**src/design/ffcc_defs.vh**
```
`ifndef FFCC_DEFS_VH
`define FFCC_DEFS_VH
`define FFCC_CMD_DARK      3'h1
`define FFCC_CMD_WHITE     3'h2
`define FFCC_CMD_SAVE      3'h3
`define FFCC_CMD_DUMP      3'h4
`define FFCC_CMD_QUERY     3'h5
`define FFCC_RSP_OK        4'h0
`define FFCC_RSP_ERR       4'h1
`define FFCC_RSP_WARN_LVL  4'h2
`define FFCC_RSP_WARN_VAR  4'h3
`define FFCC_RSP_WARN_FOV  4'h4
`define FFCC_RSP_FPN       4'h5
`define FFCC_RSP_PRNU      4'h6
`define FFCC_RSP_SET       4'h7
`define FFCC_DOFF_MIN8     10'h001
`define FFCC_DOFF_MAX8     10'h064
`define FFCC_DOFF_MIN10    10'h004
`define FFCC_DOFF_MAX10    10'h190
`define FFCC_WHT_MIN8      10'h040
`define FFCC_WHT_MAX8      10'h0fb
`define FFCC_WHT_MIN10     10'h100
`define FFCC_WHT_MAX10     10'h3ef
`define FFCC_PIX_LO        10'h040
`define FFCC_PIX_HI        10'h0fe
`define FFCC_FPN_MAX       10'h07f
`endif
```
**src/design/ffcc_corr.v**
```verilog
`timescale 1ns/1ps
`include "ffcc_defs.vh"
// Two-point pixel correction, one pixel per clock
module ffcc_corr #(
    parameter W = 10
) (
    input  wire         i_clk,   // Clock
    input  wire         i_srst,  // Sync reset
    input  wire         i_vld,   // Pixel valid
    input  wire [W-1:0] i_pix,   // Raw pixel
    input  wire [W-1:0] i_fpn,   // Pixel offset coefficient
    input  wire [W-1:0] i_doff,  // Global digital offset
    input  wire [8:0]   i_prnu,  // Gain coefficient, 1+g/512
    output reg          o_vld,   // Corrected valid
    output reg  [W-1:0] o_pix    // Corrected pixel
);
    wire [W+1:0]  diff = {2'b00, i_pix} - {2'b00, i_fpn} - {2'b00, i_doff};
    wire [W:0]    base = diff[W+1] ? {(W+1){1'b0}} : diff[W:0];
    wire [W+10:0] prod = {base, 10'h000} + ({10'h000, base} * {1'b0, i_prnu, 1'b0});
    wire [W:0]    res  = prod[W+10:10];
    always @(posedge i_clk) begin
        if (i_srst) begin
            o_vld <= 1'b0;
            o_pix <= {W{1'b0}};
        end else begin
            o_vld <= i_vld;
            o_pix <= res[W] ? {W{1'b1}} : res[W-1:0];
        end
    end
endmodule // ffcc_corr

```
**src/design/ffcc_ctrl.v**
```verilog
`timescale 1ns/1ps
`include "ffcc_defs.vh"
// Calibration command controller with coefficient store
module ffcc_ctrl #(
    parameter W    = 10,
    parameter NPIX = 16,
    parameter AW   = 4
) (
    input  wire         i_clk,        // Clock
    input  wire         i_srst,       // Sync reset
    input  wire         i_cmd_vld,    // Decoded command strobe
    input  wire [2:0]   i_cmd,        // Command code
    input  wire         i_has_val,    // Optional value present
    input  wire [W-1:0] i_val,        // Optional value
    input  wire [AW-1:0] i_dump_lo,   // Dump first pixel
    input  wire [AW-1:0] i_dump_hi,   // Dump last pixel
    input  wire         i_mode10,     // 10-bit data mode
    input  wire         i_line_vld,   // Averaged line pixel valid
    input  wire [W-1:0] i_line_pix,   // Averaged pixel value
    input  wire         i_rsp_rdy,    // Host link ready
    input  wire         i_nv_done,    // Storage write finished
    output wire         o_busy,       // Command in progress
    output reg  [W-1:0] o_aoff,       // Analog offset setting
    output reg  [W-1:0] o_again,      // Analog gain target
    output reg          o_nv_start,   // Storage write pulse
    output wire         o_rsp_vld,    // Response valid
    output reg  [3:0]   o_rsp_code,   // Response code
    output reg  [AW-1:0] o_rsp_pix,   // Response pixel number
    output reg  [W-1:0] o_rsp_data,   // Response data
    output wire         o_pix_vld,    // Corrected pixel valid
    output wire [W-1:0] o_pix         // Corrected pixel
);
    localparam S_IDLE = 3'h0;
    localparam S_DARK = 3'h1;
    localparam S_WHT  = 3'h2;
    localparam S_REP  = 3'h3;
    localparam S_SAVE = 3'h4;
    localparam S_DUMP = 3'h5;
    localparam S_RSP  = 3'h6;

    reg [W-1:0]  fpn  [0:NPIX-1];
    reg [8:0]    prnu [0:NPIX-1];
    reg [2:0]    state;
    reg [AW-1:0] idx;
    reg [AW-1:0] last;
    reg          half;
    reg [W-1:0]  doff;
    reg [W-1:0]  dmin;
    reg [W-1:0]  wmax;
    reg [W-1:0]  wmin;
    reg          w_lvl;
    reg          w_fov;
    reg [1:0]    rep;
    reg          rsp_on;
    reg [AW-1:0] cidx;

    function in_rng;
        input [W-1:0] v;
        input [W-1:0] lo;
        input [W-1:0] hi;
        in_rng = (v >= lo) && (v <= hi);
    endfunction

    wire val_ok = i_mode10 ?
        (i_cmd == `FFCC_CMD_DARK ? in_rng(i_val, `FFCC_DOFF_MIN10, `FFCC_DOFF_MAX10)
                                 : in_rng(i_val, `FFCC_WHT_MIN10, `FFCC_WHT_MAX10)) :
        (i_cmd == `FFCC_CMD_DARK ? in_rng(i_val, `FFCC_DOFF_MIN8, `FFCC_DOFF_MAX8)
                                 : in_rng(i_val, `FFCC_WHT_MIN8, `FFCC_WHT_MAX8));
    // Pixel window given in 8-bit units, scaled by four in 10-bit mode
    localparam [W-1:0] PIX_LO8 = `FFCC_PIX_LO;
    localparam [W-1:0] PIX_HI8 = `FFCC_PIX_HI;
    wire [W-1:0] px_lo = i_mode10 ? {PIX_LO8[W-3:0], 2'b00} : PIX_LO8;
    wire [W-1:0] px_hi = i_mode10 ? {PIX_HI8[W-3:0], 2'b00} : PIX_HI8;
    wire [W-1:0] dk    = i_line_pix - doff;
    wire [W+8:0] ratio = (wmax > dk && dk != {W{1'b0}}) ?
                         ({wmax, 9'h000} / {9'h000, dk}) : {(W+9){1'b0}};
    wire         hand  = rsp_on && i_rsp_rdy;

    assign o_busy    = (state != S_IDLE);
    assign o_rsp_vld = rsp_on;

    always @(posedge i_clk) begin
        if (i_srst) begin
            state <= S_IDLE;
            idx <= {AW{1'b0}};
            last <= {AW{1'b0}};
            half <= 1'b0;
            doff <= {W{1'b0}};
            dmin <= {W{1'b1}};
            wmax <= {W{1'b0}};
            wmin <= {W{1'b1}};
            w_lvl <= 1'b0;
            w_fov <= 1'b0;
            rep <= 2'h0;
            rsp_on <= 1'b0;
            o_aoff <= {W{1'b0}};
            o_again <= {W{1'b0}};
            o_nv_start <= 1'b0;
            o_rsp_code <= 4'h0;
            o_rsp_pix <= {AW{1'b0}};
            o_rsp_data <= {W{1'b0}};
        end else begin
            o_nv_start <= 1'b0;
            if (hand)
                rsp_on <= 1'b0;
            case (state)
            S_IDLE: begin
                idx <= {AW{1'b0}};
                if (i_cmd_vld) begin
                    if ((i_cmd == `FFCC_CMD_DARK || i_cmd == `FFCC_CMD_WHITE)
                        && i_has_val && !val_ok) begin
                        o_rsp_code <= `FFCC_RSP_ERR;
                        rsp_on <= 1'b1;
                        state <= S_RSP;
                    end else case (i_cmd)
                    `FFCC_CMD_DARK: begin
                        if (i_has_val)
                            o_aoff <= i_val;
                        dmin <= {W{1'b1}};
                        state <= S_DARK;
                    end
                    `FFCC_CMD_WHITE: begin
                        if (i_has_val)
                            o_again <= i_val;
                        wmax <= {W{1'b0}};
                        wmin <= {W{1'b1}};
                        w_lvl <= 1'b0;
                        w_fov <= 1'b0;
                        half <= 1'b0;
                        state <= S_WHT;
                    end
                    `FFCC_CMD_SAVE: begin
                        o_nv_start <= 1'b1;
                        state <= S_SAVE;
                    end
                    `FFCC_CMD_DUMP: begin
                        idx <= i_dump_lo;
                        last <= i_dump_hi;
                        half <= 1'b0;
                        state <= S_DUMP;
                    end
                    `FFCC_CMD_QUERY: begin
                        o_rsp_code <= `FFCC_RSP_SET;
                        o_rsp_pix <= {AW{1'b0}};
                        o_rsp_data <= doff;
                        rsp_on <= 1'b1;
                        state <= S_RSP;
                    end
                    default: state <= S_IDLE;
                    endcase
                end
            end
            S_DARK: if (i_line_vld) begin
                fpn[idx] <= i_line_pix;
                if (i_line_pix < dmin)
                    dmin <= i_line_pix;
                if (idx == NPIX - 1) begin
                    doff <= (i_line_pix < dmin) ? i_line_pix : dmin;
                    o_rsp_code <= `FFCC_RSP_OK;
                    rsp_on <= 1'b1;
                    state <= S_RSP;
                end
                idx <= idx + 1'b1;
            end
            S_WHT: if (i_line_vld) begin
                if (!in_rng(i_line_pix, px_lo, px_hi))
                    w_lvl <= 1'b1;
                if (i_line_pix <= doff)
                    w_fov <= 1'b1;
                if (!half) begin
                    if (dk > wmax)
                        wmax <= dk;
                    if (dk < wmin)
                        wmin <= dk;
                end else begin
                    prnu[idx] <= (ratio[W+8:9] >= 2) ? 9'h1ff :
                                 (ratio[W+8:9] == 0 ? 9'h000 : ratio[8:0]);
                end
                if (idx == NPIX - 1) begin
                    half <= 1'b1;
                    if (half) begin
                        rep <= 2'h0;
                        state <= S_REP;
                    end
                end
                idx <= idx + 1'b1;
            end
            S_REP: if (!rsp_on || hand) begin
                rsp_on <= 1'b1;
                rep <= rep + 2'h1;
                if (rep == 2'h0 && w_lvl)
                    o_rsp_code <= `FFCC_RSP_WARN_LVL;
                else if (rep <= 2'h1 && {wmin, 2'b00} < wmax) begin
                    o_rsp_code <= `FFCC_RSP_WARN_VAR;
                    rep <= 2'h2;
                end else if (rep <= 2'h2 && w_fov) begin
                    o_rsp_code <= `FFCC_RSP_WARN_FOV;
                    rep <= 2'h3;
                end else begin
                    o_rsp_code <= (w_fov) ? `FFCC_RSP_ERR : `FFCC_RSP_OK;
                    state <= S_RSP;
                end
            end
            S_SAVE: if (i_nv_done) begin
                o_rsp_code <= `FFCC_RSP_OK;
                rsp_on <= 1'b1;
                state <= S_RSP;
            end
            S_DUMP: if (!rsp_on || hand) begin
                rsp_on <= 1'b1;
                o_rsp_pix <= idx;
                o_rsp_code <= half ? `FFCC_RSP_PRNU : `FFCC_RSP_FPN;
                o_rsp_data <= half ? {{(W-9){1'b0}}, prnu[idx]} : fpn[idx];
                half <= ~half;
                if (half) begin
                    idx <= idx + 1'b1;
                    if (idx == last)
                        state <= S_RSP;
                end
            end
            S_RSP: if (hand || !rsp_on)
                state <= S_IDLE;
            default: state <= S_IDLE;
            endcase
        end
    end

    always @(posedge i_clk) begin
        if (i_srst)
            cidx <= {AW{1'b0}};
        else if (i_line_vld && !o_busy)
            cidx <= (cidx == NPIX - 1) ? {AW{1'b0}} : cidx + 1'b1;
    end

    ffcc_corr #(
        .W(W)
    ) u_corr (
        .i_clk  (i_clk),
        .i_srst (i_srst),
        .i_vld  (i_line_vld && !o_busy),
        .i_pix  (i_line_pix),
        .i_fpn  (fpn[cidx] - doff),
        .i_doff (doff),
        .i_prnu (prnu[cidx]),
        .o_vld  (o_pix_vld),
        .o_pix  (o_pix)
    );
endmodule // ffcc_ctrl

```
**config.mk**
```make
export PLATFORM = sky130hd
export DESIGN_NAME = ffcc_ctrl
export DESIGN_NICKNAME = d
export VERILOG_FILES = /design/src/design/ffcc_corr.v /design/src/design/ffcc_ctrl.v
export VERILOG_INCLUDE_DIRS = /design/src /design/src/design
export SDC_FILE = /design/constraint.sdc
export NUM_CORES = 1
export LEC_CHECK = 0
export BUFFER_PORTS_ARGS = -buffer_cell sky130_fd_sc_hd__buf_2
export CAP_MARGIN = 20
export CORE_UTILIZATION = 52
export DETAILED_ROUTE_END_ITERATION = 10
export PLACE_DENSITY_LB_ADDON = 0.12
export RECOVER_POWER = 100
export SETUP_SLACK_MARGIN = 0.4
export SLEW_MARGIN = 0
export SYNTH_ARGS = -nofsm -noshare
export SYNTH_HDL_FRONTEND = slang
export SYNTH_SLANG_ARGS = --single-unit
```
**constraint.sdc**
```tcl
create_clock -name i_clk -period 61.5 [get_ports i_clk]
set_clock_uncertainty 0.2 [all_clocks]
set_input_delay 12.3 -clock i_clk [delete_from_list [all_inputs] [get_ports i_clk]]
set_output_delay 12.3 -clock i_clk [all_outputs]
set_load 0.03 [all_outputs]
```
Word-level counts from Yosys, hierarchy flattened. Memories as Yosys holds them, arrays and structs flattened. A register that Yosys moved wholly into a read port is not among the register bits. Index checks and enable logic that the tools add are counted.

Memories: 2. Memory bits (writable): 304. Output and inout bits: 52. Register bits: 111. Input bits: 39.

Mux-type cells: 132. Add/sub/neg operators: 8. $lt $le $gt $ge: 19. Multiply operators: 1. Bitwise operators: 4. Reductions and logical operators: 49. Divide/modulo/power cells: 1. Eq/ne operators: 41.

Memories: fpn (words 16, width 10, read ports 2, clocked after Yosys merged registers in 2, write ports 1, RTL line ffcc_ctrl.v:41) `reg [W-1:0] fpn [0:NPIX-1];`; prnu (words 16, width 9, read ports 2, clocked after Yosys merged registers in 2, write ports 1, RTL line ffcc_ctrl.v:42) `reg [8:0] prnu [0:NPIX-1];`.

Operator list (count): 10-bit 2-to-1 mux (24); 4-bit 2-to-1 mux (27); 10-bit one-hot mux with 2 select lines (4); 3-bit 2-to-1 mux (19); 2-bit != test, second input constant (24); 1-bit 2-to-1 mux (35); 9-bit 2-to-1 mux (3); 5-bit AND reduction (5); 21-bit adder (1); 3-bit one-hot mux with 7 select lines (1); 7-bit AND reduction (3); 10-bit > comparator (2); 10-bit <= comparator (2); 10-bit less-than comparator (2); 11-bit by 9-bit multiplier with 20-bit output (1); 4-bit one-hot mux with 5 select lines (1); 10-bit subtractor (2); 19-bit by 10-bit divider with 19-bit output (1); 19-bit 2-to-1 mux (1); 2-bit 2-to-1 mux (8); 3-bit equality test, second input constant (5); 3-bit one-hot mux with 5 select lines (1); 15-bit AND reduction (1); 1-bit logical AND (13); other kinds (46) (69).

Longest topological paths before layout. Gate-level depths: netlist of the first run.

Depth after elaboration: 11. Gate-level depth with buffers: 229.

By module. From an unflattened synthesis of the first run, not the netlist that was laid out.

Cells, all modules: 3199. Area, all modules: 33619.7 µm².

Modules (own cells, without submodules): ffcc_ctrl (instances 1, area an instance 29024.1 µm², cells an instance 2652, sequential area each 11270.8 µm²); ffcc_corr (instances 1, area an instance 4595.7 µm², cells an instance 547, sequential area each 220.2 µm²).

Worst setup path before layout of the first run. Ideal clock, no wire load.

Path type: in2reg. Start: input port i_line_pix[0]. End: memory prnu[0][0] (data pin). Arrival: 52695 ps. Stages: 218. Buffers on the path: 17. Library setup time: 356 ps. Data required time: 60944 ps. Setup slack: 8249 ps. Cell sequence: inv_1 ha_1 inv_1 fa_1 a211o_1 a31oi_2 xor2_2 inv_2 clkbuf_1 nor3_1 nand2_1 nor2_1 nand3_1 a32oi_1 ha_1 or4b_2 o2111ai_1 o21ai_0 [... 182 more ...] nor2_1 ha_1 o21ai_0 a21boi_0 o21ai_0 nand2b_1 a21oi_1 nor2b_1 o21ai_0 nand2b_1 a21oi_1 nor2b_1 o21ai_0 nand3b_1 a2111oi_0 o21ai_1 a2111oi_1 a32oi_1.

Cells in the longest elaborated chain, start to end: 7.

RTL lines: start: declaration (RTL line ffcc_ctrl.v:19) `input wire [W-1:0] i_line_pix,`; 10-bit subtractor * (RTL line ffcc_ctrl.v:74) `wire [W-1:0] dk = i_line_pix - doff;`; parallel branches: the longest is 2 deep, another holds 19-bit by 10-bit divider with 19-bit output; 19-bit 2-to-1 mux * (RTL line ffcc_ctrl.v:75) `wire [W+8:0] ratio = (wmax > dk && dk != {W{1'b0}}) ?`; parallel branches: the longest is 2 deep, another holds 10-bit by 2-bit greater-or-equal comparator with 1-bit output; 9-bit 2-to-1 mux * (RTL line ffcc_ctrl.v:176) `prnu[idx] <= (ratio[W+8:9] >= 2) ? 9'h1ff :`; end: declaration (RTL line ffcc_ctrl.v:42).

Mark *: on every way between the ends.

Worst setup path in the final report of the first run.
Start: input port i_line_pix[7]. End: memory prnu[5][0] (data pin).

Same word-level chain as after synthesis.

==> results.yml, run 1 <==
drt:
  met3_wirelength_mm: 8.09
  met1_length_mm: 43.1
  drtIter0Drc: 2430
  routed_via_density: 6.46
  totalWireLength_mm: 100
  top_layer: "met5"
  vias: 26600
  ant_nets: 0
  wl_per_cell_um: 24.4
  drcViolationCount: 0
  wl_met2_mm: 46.0
  dr.pass1.iters: 6
setup_path:
  rrSetupSlack_ns: 16.00
  cpMostUsedCell: "a21oi_1"
  worstSetupEndpointType: "flop"
  cp-startpoint: "i_line_pix[7]"
  critical_path.max_fanout: 26
  slowest_delay_ns: 0.87
  crit_path_end: "prnu[5][0]$_DFFE_PP_"
  critPathArrivalTime_ns: 57.46
  reg2regPathDepth: 208
  r2r_end: "prnu[5][0]$_DFFE_PP_"
  crit_type: "primary input to flop"
  slowest_stage: "clkbuf_1"
  cp-start-kind: "primary input"
  r2r_start: "doff[0]$_SDFFE_PP0P_"
  crit_required_ns: 61.60
final_layout:
  final_core_util_pct: 57.4
  areaGrowthSynthToFinish_pct: 8.64
  fillCellCount: 5378
  layout.area.seq_mm2: 0.0115
  multi_input_area_mm2: 0.0206
  layout-drive-gt1-share_pct: 13.2
  layout.nets: 3618
die:
  fp.dieW_um: 256
  core_mm2: 0.0633
  die_h_um: 256
  pin_count: 91
  die_area_mm2: 0.0653
  rows: 92
  start_util_pct: 52.8
sta:
  worst_pin_slew_ns: 2.96
  max_slew_margin_pct: -97.5
  setup_viol: 0
  period_needed_ns: 57.36
  finalMaxSlewViolations: 80
  setup_tns_ns: 0
  fin_crit_sh_pct: 93.3
  fin_hold_ws_ns: 0.275
  hold_viol_final: 0
  rsz0062_at_grt: "false"
  fmaxAchievable_mhz: 17.4
worst_hold_path:
  holdCritPathClass: "flop to flop"
logic_synthesis:
  ys_top_cells_by_count: "edfxtp_1, ha_1, nor2_1"
  synthFlopType: "edfxtp_1"
  synth_edf_count: 304
  synth_area_mm2: 0.0334
  ys_types: 114
  ys_seq_area_share_pct: 34.4
  yosysTopAreaCell: "edfxtp_1"
  avgSynthCellArea_um2: 10.5
  yosys_warnings: 0
  netlist.area_leader.share_pct: 27.3
  synth.most_common_cell: "edfxtp_1"
  synth-seq-cells: 422
  synth_area_leaders: "edfxtp_1, mux4_2, ha_1"
  syn_inst: 3188
  synth_nets: 3567
  async_reset_ff_share_pct: 0
placement:
  place_congestion: 0.918
  place_hpwl_mm: 73.4
  placement.io_buffers: 89
grt:
  grt_pass1_vias: 26000
  grt_start_max_net_pins: 65
  grt_pass1_wl_mm: 153
  antenna_found_initial: 5
  grt_overflow_total: 0
  gr-usage-all-layers_pct: 30.3
clock_tree:
  htreeDepth: 2
  clk_pin_slew_ns: 0.06
  cts_buffers: 46
  clk-insertion-delay-late_ns: 0.59
  cts_root_buf: "clkbuf_16"
  hold_buffers: 0
  clockBufferDepth: 3
  cts_num_sinks: 422
  cts_tree: "built"
outcome:
  violations: "max-capacitance violations, max-slew violations"
  status: "finished, violations left"
flow_run:
  maxCapViolCount: 2
-- flip-flops by register name, summed over array words and instances (netlist names), 10 cells and up, named ones only --
register      cells
o_again          10
fpn             160
prnu            144
wmin             10
dmin             10
u_corr.o_pix     10
o_rsp_data       10
wmax             10
o_aoff           10
doff             10
-- logic make-up (layout without fill, tap and decap cells) --
| group | count (synthesis) | after routing | synth area share [%] |
|---|---|---|---|
| AO/OA/AOI/OAI | 752 | 752 | 14.8 |
| XOR/XNOR | 134 | 134 | 3.53 |
| AND/OR/NAND/NOR | 898 | 898 | 13.2 |
| buffers and inverters | 364 | 450 | 4.30 |
| adder cells (fa/ha/maj) | 342 | 342 | 14.3 |
| multiplexers | 275 | 275 | 15.5 |
| other | 1 | 3 | 0.0112 |
| flip-flops | 422 | 422 | 34.4 |
-- critical path: cells and delay by family --
family          cells  cell delay [ns]
simple gates       58            10.85
compound gates    115            23.37
mux                 7             2.11
buf+inv             9             2.41
xor+xnor            1             0.14
fa+ha+maj          19             6.17
-- cells in the final DEF (no fill, tap or decap), types with 15 or more instances in the layout --
cell,count
a31oi_1,24
nand2b_1,60
o21bai_1,24
and2_1,25
mux4_2,187
inv_1,215
xnor2_1,88
nand4_1,41
dfxtp_1,114
or3_1,19
o21ai_1,19
mux2_2,30
nand3_1,34
clkbuf_1,85
nor4_1,15
o21a_1,38
xor2_1,44
buf_4,38
nand2_1,242
nor2b_1,36
o211ai_1,15
o21ai_0,140
a21oi_1,211
o22ai_1,19
buf_2,30
o31ai_1,18
clkbuf_16,47
and3_1,45
mux2i_1,51
ha_1,271
fa_1,69
edfxtp_1,304
nor3_1,69
a21o_1,68
a211oi_1,33
nor2_1,243
-- routing by layer --
layer | vias up | GRT usage, %
li1 | 12100 | -
met1 | 13300 | 42.3
met2 | 1103 | 48.5
met3 | 193 | 4.79
met4 | 6 | 9.73
met5 | - | 0
-- stage by stage --
stage | instances | setup WS (ns) | area, µm²
floorplan | 3188 | 8.25 | 33400
global placement | 4030 | 3.82 | 34700
detailed placement | 4030 | 2.09 | 34700
CTS | 4113 | 2.52 | 36300
global route | 4122 | 0.152 | 36300
finish | 4122 | 4.14 | 36300
-- layout make-up --
cell class	instances	share of cell area, %
sequential	422	31.7
multi-input combinational	2402	56.7
tap	846	2.91
antenna	2	0.0138
timing repair buffer	145	2.04
clock inverter	25	0.947
clock buffer	58	3.41
inverter	222	2.29
-- timing repair --
action / 4_1_cts / 5_1_grt
gates resized for setup: 0 / 21
endpoints found under the setup margin: 0 / 32
buffers inserted: 0 / 7
-- worst min-delay path by stage --
stage	cells after the start	from	end
2_1_floorplan	2	wmin[9]$_SDFFE_PP1P_	wmin[9]$_SDFFE_PP1P_
3_3_place_gp	2	dmin[7]$_SDFFE_PP1P_	dmin[7]$_SDFFE_PP1P_
3_5_place_dp	2	dmin[4]$_SDFFE_PP1P_	dmin[4]$_SDFFE_PP1P_
4_1_cts	2	dmin[4]$_SDFFE_PP1P_	dmin[4]$_SDFFE_PP1P_
5_1_grt	2	dmin[3]$_SDFFE_PP1P_	dmin[3]$_SDFFE_PP1P_
6_report	2	dmin[4]$_SDFFE_PP1P_	dmin[4]$_SDFFE_PP1P_
Power of run 1 is not shown: default switching activity piles up to over one toggle a cycle in this logic, so the estimate is an artifact.
==> inputs of run 2 (changes only) <==
--- a/config.mk
+++ b/config.mk
@@ -8,7 +8,7 @@
 export LEC_CHECK = 0
 export BUFFER_PORTS_ARGS = -buffer_cell sky130_fd_sc_hd__buf_2
 export CAP_MARGIN = 20
-export CORE_UTILIZATION = 52
+export CORE_UTILIZATION = 40
 export DETAILED_ROUTE_END_ITERATION = 10
 export PLACE_DENSITY_LB_ADDON = 0.12
 export RECOVER_POWER = 100
==> run 2 against run 1 <==
The flow still finishes with violations (max-capacitance violations, max-slew violations). Via count is 3.3% lower. Critical path depth is 4 lower. Cell area is 1.3% higher. Clock-buffer cell count grew 3. Die area is 30% higher. Worst setup slack worse by 0.16 ns. Maximum frequency fell by 0.28%. Highest routed layer unchanged. Register-to-register slack worse by 0.27 ns. Non-clock buffer count down 3. Hold slack worse by 0.025 ns. Critical endpoint is now prnu[3][0]$_DFFE_PP_. Routed wire length fell by 1.9%. Final cell count is 5.7% higher.
==> results.yml, run 2 (synthesis gave the netlist of run 1 again) <==
die:
  rows: 105
  pin_count: 91
  start_util_pct: 40.6
  die_area_mm2: 0.0847
  core_mm2: 0.0824
  die_h_um: 291
  fp.dieW_um: 291
final_layout:
  areaGrowthSynthToFinish_pct: 10.1
  fillCellCount: 7632
  layout-drive-gt1-share_pct: 13.8
  largest-register: "fpn"
  layout_common_cells: "edfxtp_1, ha_1, nor2_1, nand2_1, inv_1"
  finalNonFillerCells: 4355
  largestRegisters: "fpn: 160 flops, prnu: 144 flops"
  layout_commonest_cell: "edfxtp_1"
  largest_reg_flops: 160
  final_area_mm2: 0.0368
  layout.nets: 3619
setup_path:
  r2r_start: "doff[0]$_SDFFE_PP0P_"
  cp-start-kind: "primary input"
  slowest_stage: "fa_1"
  slowest_delay_ns: 0.68
  worstSetupEndpointType: "flop"
  crit_required_ns: 61.64
  cpMostUsedCell: "a21oi_1"
  critPathArrivalTime_ns: 57.67
  critical_path.max_fanout: 24
  cp-startpoint: "i_line_pix[1]"
  crit_type: "primary input to flop"
sta:
  hold_viol_final: 0
  rsz0062_at_grt: "false"
  fmaxAchievable_mhz: 17.4
  fin_crit_sh_pct: 93.5
  worst_slack_ns: 3.98
  finalMaxSlewViolations: 120
  setup_tns_ns: 0
  worst_pin_slew_ns: 4.25
  max_slew_margin_pct: -184
  period_needed_ns: 57.52
  setup_viol: 0
clock_tree:
  cts_num_sinks: 422
  htreeDepth: 2
  clk_pin_slew_ns: 0.06
  clk-insertion-delay-late_ns: 0.61
  hold_buffers: 0
  cts_buffers: 48
  clockBufferDepth: 3
  cts_tree: "built"
  cts_root_buf: "clkbuf_16"
outcome:
  violations: "max-capacitance violations, max-slew violations"
  status: "finished, violations left"
placement:
  place_congestion: 0.876
  dp.cells: 4248
  placed_area_mm2: 0.0350
  place_hpwl_mm: 70.8
  post-place-ws_ns: 1.59
  placement.io_buffers: 89
worst_hold_path:
  holdCritPathClass: "flop to flop"
  hold_start: "o_rsp_code[0]$_SDFFE_PP0P_"
drt:
  totalWireLength_mm: 98.5
  routed_via_density: 5.91
  ant_nets: 0
  drtIter0Drc: 2066
  dr.pass1.iters: 5
  vias: 25700
  wl_per_cell_um: 22.6
  drcViolationCount: 0
flow_run:
  maxCapViolCount: 3
grt:
  grt_pass1_vias: 25600
  gr-usage-all-layers_pct: 22.9
  antenna_found_initial: 9
  grt_start_max_net_pins: 92
  grt_overflow_total: 0
  grt_pass1_wl_mm: 151
[run 2: path summary, 6_finish.rpt]
kind | to | slack (ns) | cells past startpoint
worst max-delay path | prnu[3][0]$_DFFE_PP_ | 3.98 | 205
worst min-delay path | o_rsp_code[0]$_SDFFE_PP0P_ | 0.25 | 2
worst max register to register | prnu[3][0]$_DFFE_PP_ | 15.73 | 205
worst min register to register | o_rsp_code[0]$_SDFFE_PP0P_ | 0.25 | 2
[run 2: cell type report]
type | instances | area, µm² | area share [%]
Multi-Input combinational cell | 2404 | 20600 | 56.0
Sequential cell | 422 | 11500 | 31.3
Clock buffer | 61 | 1340 | 3.65
Tap cell | 1070 | 1340 | 3.64
Inverter | 222 | 833 | 2.26
Timing Repair Buffer | 142 | 758 | 2.06
Clock inverter | 29 | 405 | 1.10
Antenna cell | 5 | 12.5 | 0.0340
[run 2: stage by stage]
| stage | hold WS [ns] | utilization (%) |
|---|---|---|
| finish | 0.250 | 44.7 |
| global placement | 0.245 | 42.5 |
| CTS | 0.250 | 44.6 |
| global route | 0.280 | 44.7 |
| floorplan | 0.239 | - |
| detailed placement | 0.241 | 42.5 |
[run 2: routing by layer]
| layer | wire length, µm | GRT usage, % | share of wire [%] | vias to the layer above |
|---|---|---|---|---|
| met5 | 34 | 0 | 0.035 | - |
| li1 | - | - | - | 12100 |
| met2 | 46600 | 38.3 | 47 | 775 |
| met1 | 43400 | 30.7 | 44 | 12700 |
| met4 | 2660 | 6.93 | 2.7 | 6 |
| met3 | 5900 | 3.36 | 6.0 | 147 |
[run 2: worst max-delay path, delay by kind of cell]
family / cells / cell delay (ns)
muxes: 6 / 1.82
buffers and inverters: 8 / 1.82
AOI/OAI and AO/OA: 116 / 25.10
adders and majority gates: 19 / 6.30
and+or+nand+nor: 56 / 10.23
[run 2: timing repair]
item | CTS | global route
buffers inserted | 0 | 9
setup endpoints to repair | 0 | 16
resized for setup | 0 | 18
Power of run 2 is left out for the same reason.
